$ cat config.mk
export PLATFORM = sky130hd
export DESIGN_NAME = ctn_regs
export DESIGN_NICKNAME = d
export VERILOG_FILES = /design/src/ctn_pkg.sv /design/src/ctn_regs.sv
export VERILOG_INCLUDE_DIRS = /design/src
export SDC_FILE = /design/constraint.sdc
export NUM_CORES = 1
export LEC_CHECK = 0
export BUFFER_PORTS_ARGS = -buffer_cell sky130_fd_sc_hd__buf_2
export CORE_MARGIN = 2
export CORE_UTILIZATION = 40
export DETAILED_ROUTE_END_ITERATION = 16
export PLACE_DENSITY = 0.75
export SYNTH_ARGS = -nofsm -noshare
export SYNTH_HDL_FRONTEND = slang
export SYNTH_SLANG_ARGS = --single-unit
$ cat constraint.sdc
create_clock -name i_sys_clk -period 3.98 [get_ports i_sys_clk]
set_input_delay 0.398 -clock i_sys_clk [delete_from_list [all_inputs] [get_ports i_sys_clk]]
set_output_delay 0.398 -clock i_sys_clk [all_outputs]
set_load 0.05 [all_outputs]
$ cat src/ctn_params.svh
// Purpose: Offsets, field positions, reset values for thermal/thermistor config regs
// Assumes: 8-bit register port with 8-bit offsets
// Notes:   Definitions only
`ifndef CTN_PARAMS_SVH
`define CTN_PARAMS_SVH

`define CTN_OFS_CTRL5      8'h14
`define CTN_OFS_RSVD       8'h15
`define CTN_OFS_TEMP       8'h16
`define CTN_OFS_NTC0       8'h17
`define CTN_OFS_NTC1       8'h18

`define CTN_RST_RSVD       8'h00
`define CTN_RST_TEMP       8'hC0
`define CTN_RST_NTC0       8'h7A
`define CTN_RST_NTC1       8'h54

`define CTN_BIT_OC_EN      0
`define CTN_BIT_SHIP       7

// Writable masks; reserved bits stay zero
`define CTN_MASK_TEMP      8'hFE
`define CTN_MASK_NTC0      8'hFE
`define CTN_MASK_NTC1      8'hFF
// Bits of the temperature register kept across watchdog expiry
`define CTN_KEEP_TEMP      8'h0E

`define CTN_NTC1_IGNORE    0
`define CTN_TS_NORMAL      4'h0

`endif

$ cat src/ctn_pkg.sv
// Purpose: Types for the thermal/thermistor config register block
// Assumes: Used together with ctn_params.svh
// Notes:   Packed field layouts of the temperature, NTC0 and NTC1 registers
package ctn_pkg;

  typedef struct packed {
    logic [1:0] thermal_regulation_select;
    logic [1:0] thermal_shutdown_select;
    logic       bus_input_pulldown_enable;
    logic       aux_input_one_pulldown_enable;
    logic       aux_input_two_pulldown_enable;
    logic       rsvd;
  } ctn_temp_s;

  typedef struct packed {
    logic [2:0] warm_zone_voltage_select;
    logic [1:0] warm_zone_current_select;
    logic [1:0] cool_zone_current_select;
    logic       rsvd;
  } ctn_ntc0_s;

  typedef struct packed {
    logic [1:0] cool_boundary_threshold;
    logic [1:0] warm_boundary_threshold;
    logic [1:0] otg_hot_limit;
    logic       otg_cold_limit;
    logic       thermistor_override;
  } ctn_ntc1_s;

endpackage : ctn_pkg

$ cat src/ctn_regs.sv
// Purpose: Thermal limit and thermistor configuration registers of a charger
// Assumes: Host control port delivers single-cycle write/read strobes in this clock
// Notes:   Register-reset and watchdog-expiry are one-cycle pulses from same domain
`timescale 1ns/1ns
`include "ctn_params.svh"

module ctn_regs
  import ctn_pkg::*;
(
  input  wire logic       i_sys_clk,
  input  wire logic       i_rst_n,
  input  wire logic       i_wr_en,
  input  wire logic       i_rd_en,
  input  wire logic [7:0] i_addr,
  input  wire logic [7:0] i_wdata,
  input  wire logic       i_reg_reset,
  input  wire logic       i_wdog_expire,
  input  wire logic [3:0] i_ts_status_raw,
  output logic      [7:0] o_rdata,
  output logic            o_discharge_overcurrent_enable,
  output logic            o_ship_switch_fitted,
  output ctn_temp_s       o_temp_cfg,
  output ctn_ntc0_s       o_ntc0_cfg,
  output ctn_ntc1_s       o_ntc1_cfg,
  output logic      [3:0] o_ts_status,
  output logic            o_ts_good_forced
);

  // ------------------------------------------------------------
  // Register state
  // ------------------------------------------------------------
  logic       ship;
  logic       oc_en;
  logic [7:0] temp_q;
  logic [7:0] ntc0_q;
  logic [7:0] ntc1_q;
  logic [7:0] rdata;
  logic [3:0] ts_stat;
  logic       ts_forced;

  logic       next_ship;
  logic       next_oc_en;
  logic [7:0] next_temp_q;
  logic [7:0] next_ntc0_q;
  logic [7:0] next_ntc1_q;
  logic [7:0] next_rdata;
  logic [3:0] next_ts_stat;
  logic       next_ts_forced;

  logic       wr5;
  logic       wr16;
  logic       wr17;
  logic       wr18;

  assign wr5  = i_wr_en && (i_addr == `CTN_OFS_CTRL5);
  assign wr16 = i_wr_en && (i_addr == `CTN_OFS_TEMP);
  assign wr17 = i_wr_en && (i_addr == `CTN_OFS_NTC0);
  assign wr18 = i_wr_en && (i_addr == `CTN_OFS_NTC1);

  // ------------------------------------------------------------
  // Next-state of the register bank
  // ------------------------------------------------------------
  always_comb begin
    next_ship   = ship;
    next_oc_en  = oc_en;
    next_temp_q = temp_q;
    next_ntc0_q = ntc0_q;
    next_ntc1_q = ntc1_q;
    if (i_reg_reset) begin
      // Ship-present bit has no reset source besides power-on
      next_oc_en  = 1'b0;
      next_temp_q = `CTN_RST_TEMP;
      next_ntc0_q = `CTN_RST_NTC0;
      next_ntc1_q = `CTN_RST_NTC1;
    end else if (i_wdog_expire) begin
      next_oc_en  = 1'b0;
      // Pull-down enables survive the watchdog
      next_temp_q = (temp_q & `CTN_KEEP_TEMP)
                  | (`CTN_RST_TEMP & ~`CTN_KEEP_TEMP);
      next_ntc0_q = `CTN_RST_NTC0;
      next_ntc1_q = `CTN_RST_NTC1;
    end else begin
      if (wr5) begin
        next_ship  = i_wdata[`CTN_BIT_SHIP];
        next_oc_en = i_wdata[`CTN_BIT_OC_EN];
      end
      if (wr16) begin
        next_temp_q = i_wdata & `CTN_MASK_TEMP;
      end
      if (wr17) begin
        next_ntc0_q = i_wdata & `CTN_MASK_NTC0;
      end
      if (wr18) begin
        next_ntc1_q = i_wdata & `CTN_MASK_NTC1;
      end
    end
    // Without a ship switch the enable is locked low
    if (!next_ship) begin
      next_oc_en = 1'b0;
    end
  end

  // ------------------------------------------------------------
  // Read data and thermistor status
  // ------------------------------------------------------------
  always_comb begin
    next_rdata = rdata;
    if (i_rd_en) begin
      case (i_addr)
        `CTN_OFS_CTRL5: next_rdata = {ship, 6'h00, oc_en};
        `CTN_OFS_RSVD:  next_rdata = `CTN_RST_RSVD;
        `CTN_OFS_TEMP:  next_rdata = temp_q;
        `CTN_OFS_NTC0:  next_rdata = ntc0_q;
        `CTN_OFS_NTC1:  next_rdata = ntc1_q;
        default:        next_rdata = 8'h00;
      endcase
    end
    next_ts_forced = ntc1_q[`CTN_NTC1_IGNORE];
    // Override reports a normal zone regardless of the comparators
    next_ts_stat   = ntc1_q[`CTN_NTC1_IGNORE] ? `CTN_TS_NORMAL
                                              : i_ts_status_raw;
  end

  always_ff @(posedge i_sys_clk) begin
    if (!i_rst_n) begin
      ship      <= 1'b0;
      oc_en     <= 1'b0;
      temp_q    <= `CTN_RST_TEMP;
      ntc0_q    <= `CTN_RST_NTC0;
      ntc1_q    <= `CTN_RST_NTC1;
      rdata     <= 8'h00;
      ts_stat   <= 4'h0;
      ts_forced <= 1'b0;
    end else begin
      ship      <= next_ship;
      oc_en     <= next_oc_en;
      temp_q    <= next_temp_q;
      ntc0_q    <= next_ntc0_q;
      ntc1_q    <= next_ntc1_q;
      rdata     <= next_rdata;
      ts_stat   <= next_ts_stat;
      ts_forced <= next_ts_forced;
    end
  end

  assign o_rdata                        = rdata;
  assign o_discharge_overcurrent_enable = oc_en;
  assign o_ship_switch_fitted           = ship;
  assign o_temp_cfg                     = ctn_temp_s'(temp_q);
  assign o_ntc0_cfg                     = ctn_ntc0_s'(ntc0_q);
  assign o_ntc1_cfg                     = ctn_ntc1_s'(ntc1_q);
  assign o_ts_status                    = ts_stat;
  assign o_ts_good_forced               = ts_forced;
endmodule : ctn_regs

==> flow_metrics.env <==
export IMPL_grt_pass1_wl_um=5720
export IMPL_p_leak_nw=0.986
export IMPL_multiInputGateArea_um2=793
export IMPL_min_period_ps=2010
export IMPL_drive_gt1_share_pct=34.2
export IMPL_place_detailed_hpwl_um=2760
export IMPL_hold_end="o_ts_status[0]"
export IMPL_syn_inst=159
export IMPL_cts_buffer_depth=2
export IMPL_synth_seq_cells=37
export IMPL_critPathLaunchType="primary input"
export IMPL_die_width_um=67.5
export IMPL_fmax_mhz=497
export IMPL_fillCellCount=392
export IMPL_setup_tns_ps=0
export IMPL_worstHoldPathType="in2reg"
export IMPL_initial_core_util_pct=40.9
export IMPL_vias_per_cell=5.06
export IMPL_cts_max_level=2
export IMPL_arrival_ps=2240
export IMPL_use_met3_pct=5.50
export IMPL_grt_use_total_pct=16.9
export IMPL_avgSynthCellArea_um2=10.2
export IMPL_gr_max_usage_layer="met2"
export IMPL_drt_iter0_drc=47
export IMPL_grtUsageMet2_pct=25.0
export IMPL_slew_headroom_pct=53.1
export IMPL_p_per_area_mw_per_mm2=341
export IMPL_nNetsFinal=244
export IMPL_antenna_found_initial=0
export IMPL_totalWireLength_um=3710
export IMPL_gr_total_overflow=0
export IMPL_core_area_mm2=0.00394
export IMPL_ctsResizeCount=0
export IMPL_synth_seq_area_share_pct=45.9
export IMPL_postCtsSetupRepairBufs=0
export IMPL_io_pins=65
export IMPL_rrSetupSlack_ps=2600
export IMPL_r2r_start="o_ntc0_cfg[7]"
export IMPL_synth_warnings=0
export IMPL_worstHoldStart="i_ts_status_raw[0]"
export IMPL_max_stage_delay_ps=660
export IMPL_drc=0
export IMPL_async_reset_ff_share_pct=0
export IMPL_synth_most_common_cell="dfxtp_1"
export IMPL_die_area_mm2=0.00456
export IMPL_cts_tree="done"
export IMPL_max_cap_violations=0
export IMPL_drv_slew=0
export IMPL_rsz0062_at_grt="no"
export IMPL_status="finished, final reports clean"
export IMPL_die_h_um=67.5
export IMPL_grt_pass1_vias=1189
export IMPL_finClkSkew_ps=4.44
export IMPL_crit_chain="buf_2 -> nor4b_4 -> and3_1 -> o211a_4 -> a41o_1"
export IMPL_rows=23
export IMPL_clkTransAtPathRegs_ps=70
export IMPL_rr_endpoint="o_rdata[7]"
export IMPL_placement_io_buffers=62
export IMPL_synth_common_cells="37 x dfxtp_1, 22 x mux2i_1, 15 x nand2_1, 12 x nand3_1, 9 x a22o_1"
export IMPL_synth_edff_count=0
export IMPL_path_delay_family="simple AND/OR/NAND/NOR gates"
export IMPL_tightestPinTransition_ps=701
export IMPL_hold_buffers=0
export IMPL_cp_data_required_time_ps=4210
export IMPL_path_buf_inv=1
export IMPL_dr_pass1_iters=4
export IMPL_critPathSlowestCell="and3_1"
export IMPL_post_route_util_pct=50.6
export IMPL_cts_buffers=5
export IMPL_root_buffer="clkbuf_8"
export IMPL_crit_path_end_kind="flop"
export IMPL_finalHoldViolations=0
export IMPL_via_count=1362
export IMPL_diodes=0
export IMPL_post_route_period_util_pct=50.5
export IMPL_synth_cell_type_count=30
export IMPL_grt_start_max_net_pins=17
export IMPL_path_class="in2reg"
export IMPL_crit_fanout=16
export IMPL_crit_path_start="i_addr[7]"
export IMPL_seq_area_um2=741
export IMPL_finalSetupViolCount=0
export IMPL_syn_cell_area_mm2=0.00161
export IMPL_use_met1_pct=23.9
export IMPL_antenna_left=0
export IMPL_synthToLayoutAreaGrowth_pct=23.5
export IMPL_hold_ws_ps=316
export IMPL_place_gp_congestion=0.798
export IMPL_synth_area_leaders="dfxtp_1 46%, mux2i_1 14%, a22o_1 4.9%, nand3_1 3.7%, nand2_1 3.5%"
export IMPL_ir_worst_vdd_mv=0.194
export IMPL_yosysTopAreaCell="dfxtp_1"
export IMPL_synth_main_ff_cell="dfxtp_1"
export IMPL_clkSinkCount=37
export IMPL_clkLatencyLatePin_ps=280
export IMPL_yosysTopAreaCellShare_pct=45.9
export IMPL_r2r_cells=4
export IMPL_routedWlPerCell_um=13.8
export IMPL_whs_path_depth=2
## placed cells by master (no fill, tap or decap), types with 2 or more instances in the layout
cell type,synthesis,final
conb_1,1,2
and3_1,2,2
clkinv_2,0,2
and2_1,7,7
clkbuf_8,0,5
a22o_1,9,9
nor2_1,8,8
mux2i_1,22,22
nand2_1,15,15
nor2b_1,6,6
nand4_1,5,5
nand2b_1,2,2
buf_2,1,62
a21oi_1,5,5
dfxtp_1,37,37
o2bb2ai_1,6,6
nand3_1,12,12
## kinds of logic (layout without fill, tap and decap cells)
| logic type | count (synthesis) | count (layout) | synth area share, % |
|---|---|---|---|
| other cells | 1 | 2 | 0.232 |
| flops | 37 | 37 | 45.9 |
| mux | 23 | 23 | 14.3 |
| simple gates | 64 | 64 | 22.3 |
| compound gates | 23 | 23 | 12.0 |
| buf+inv | 11 | 70 | 5.19 |
## power breakdown
group / switching (mW) / total, mW / internal (mW)
registers: 0.000406 / 0.373 / 0.372
clock network: 0.130 / 0.250 / 0.121
logic: 0.0384 / 0.0575 / 0.0192
total: 0.168 / 0.680 / 0.512
## state kept, by name, summed over array words and instances, names as in the netlist
register                        flops
o_temp_cfg                          7
o_ts_status                         4
o_discharge_overcurrent_enable      1
o_ship_switch_fitted                1
o_ntc0_cfg                          7
o_ts_good_forced                    1
o_rdata                             8
o_ntc1_cfg                          8
## how the worst max path moves through the flow
stage                  to  slack (ps)  cells after the start
2_1_floorplan  o_rdata[7]        2450                      4
3_3_place_gp   o_rdata[0]        1710                      5
3_5_place_dp   o_rdata[0]        1670                      5
4_1_cts        o_rdata[0]        1970                      5
5_1_grt        o_rdata[0]        1830                      5
6_report       o_rdata[0]        1970                      5
## layout make-up
class / instances / area share [%]
multi-input cells: 112 / 39.8
repair buffers: 62 / 15.6
well taps: 50 / 3.14
clock buffers: 5 / 3.45
clock inverters: 3 / 0.879
flip-flops and latches: 37 / 37.2
## per-layer routing
layer | vias up | part of all wire (%)
li1 | 685 | -
met1 | 620 | 45
met2 | 53 | 45
met3 | 4 | 8.9
met4 | 0 | 0.94
met5 | - | 0
## stage by stage
step / setup WS, ps / power, mW / area [um^2] / cells
finish: 1970 / 0.680 / 1990 / 269
global route: 1830 / 0.711 / 1990 / 269
CTS: 1970 / 0.689 / 1990 / 269
detailed placement: 1670 / 0.439 / 1910 / 261
global placement: 1710 / 0.438 / 1910 / 261
floorplan: 2450 / 0.419 / 1620 / 160
(Power assumes the default switching activity.)
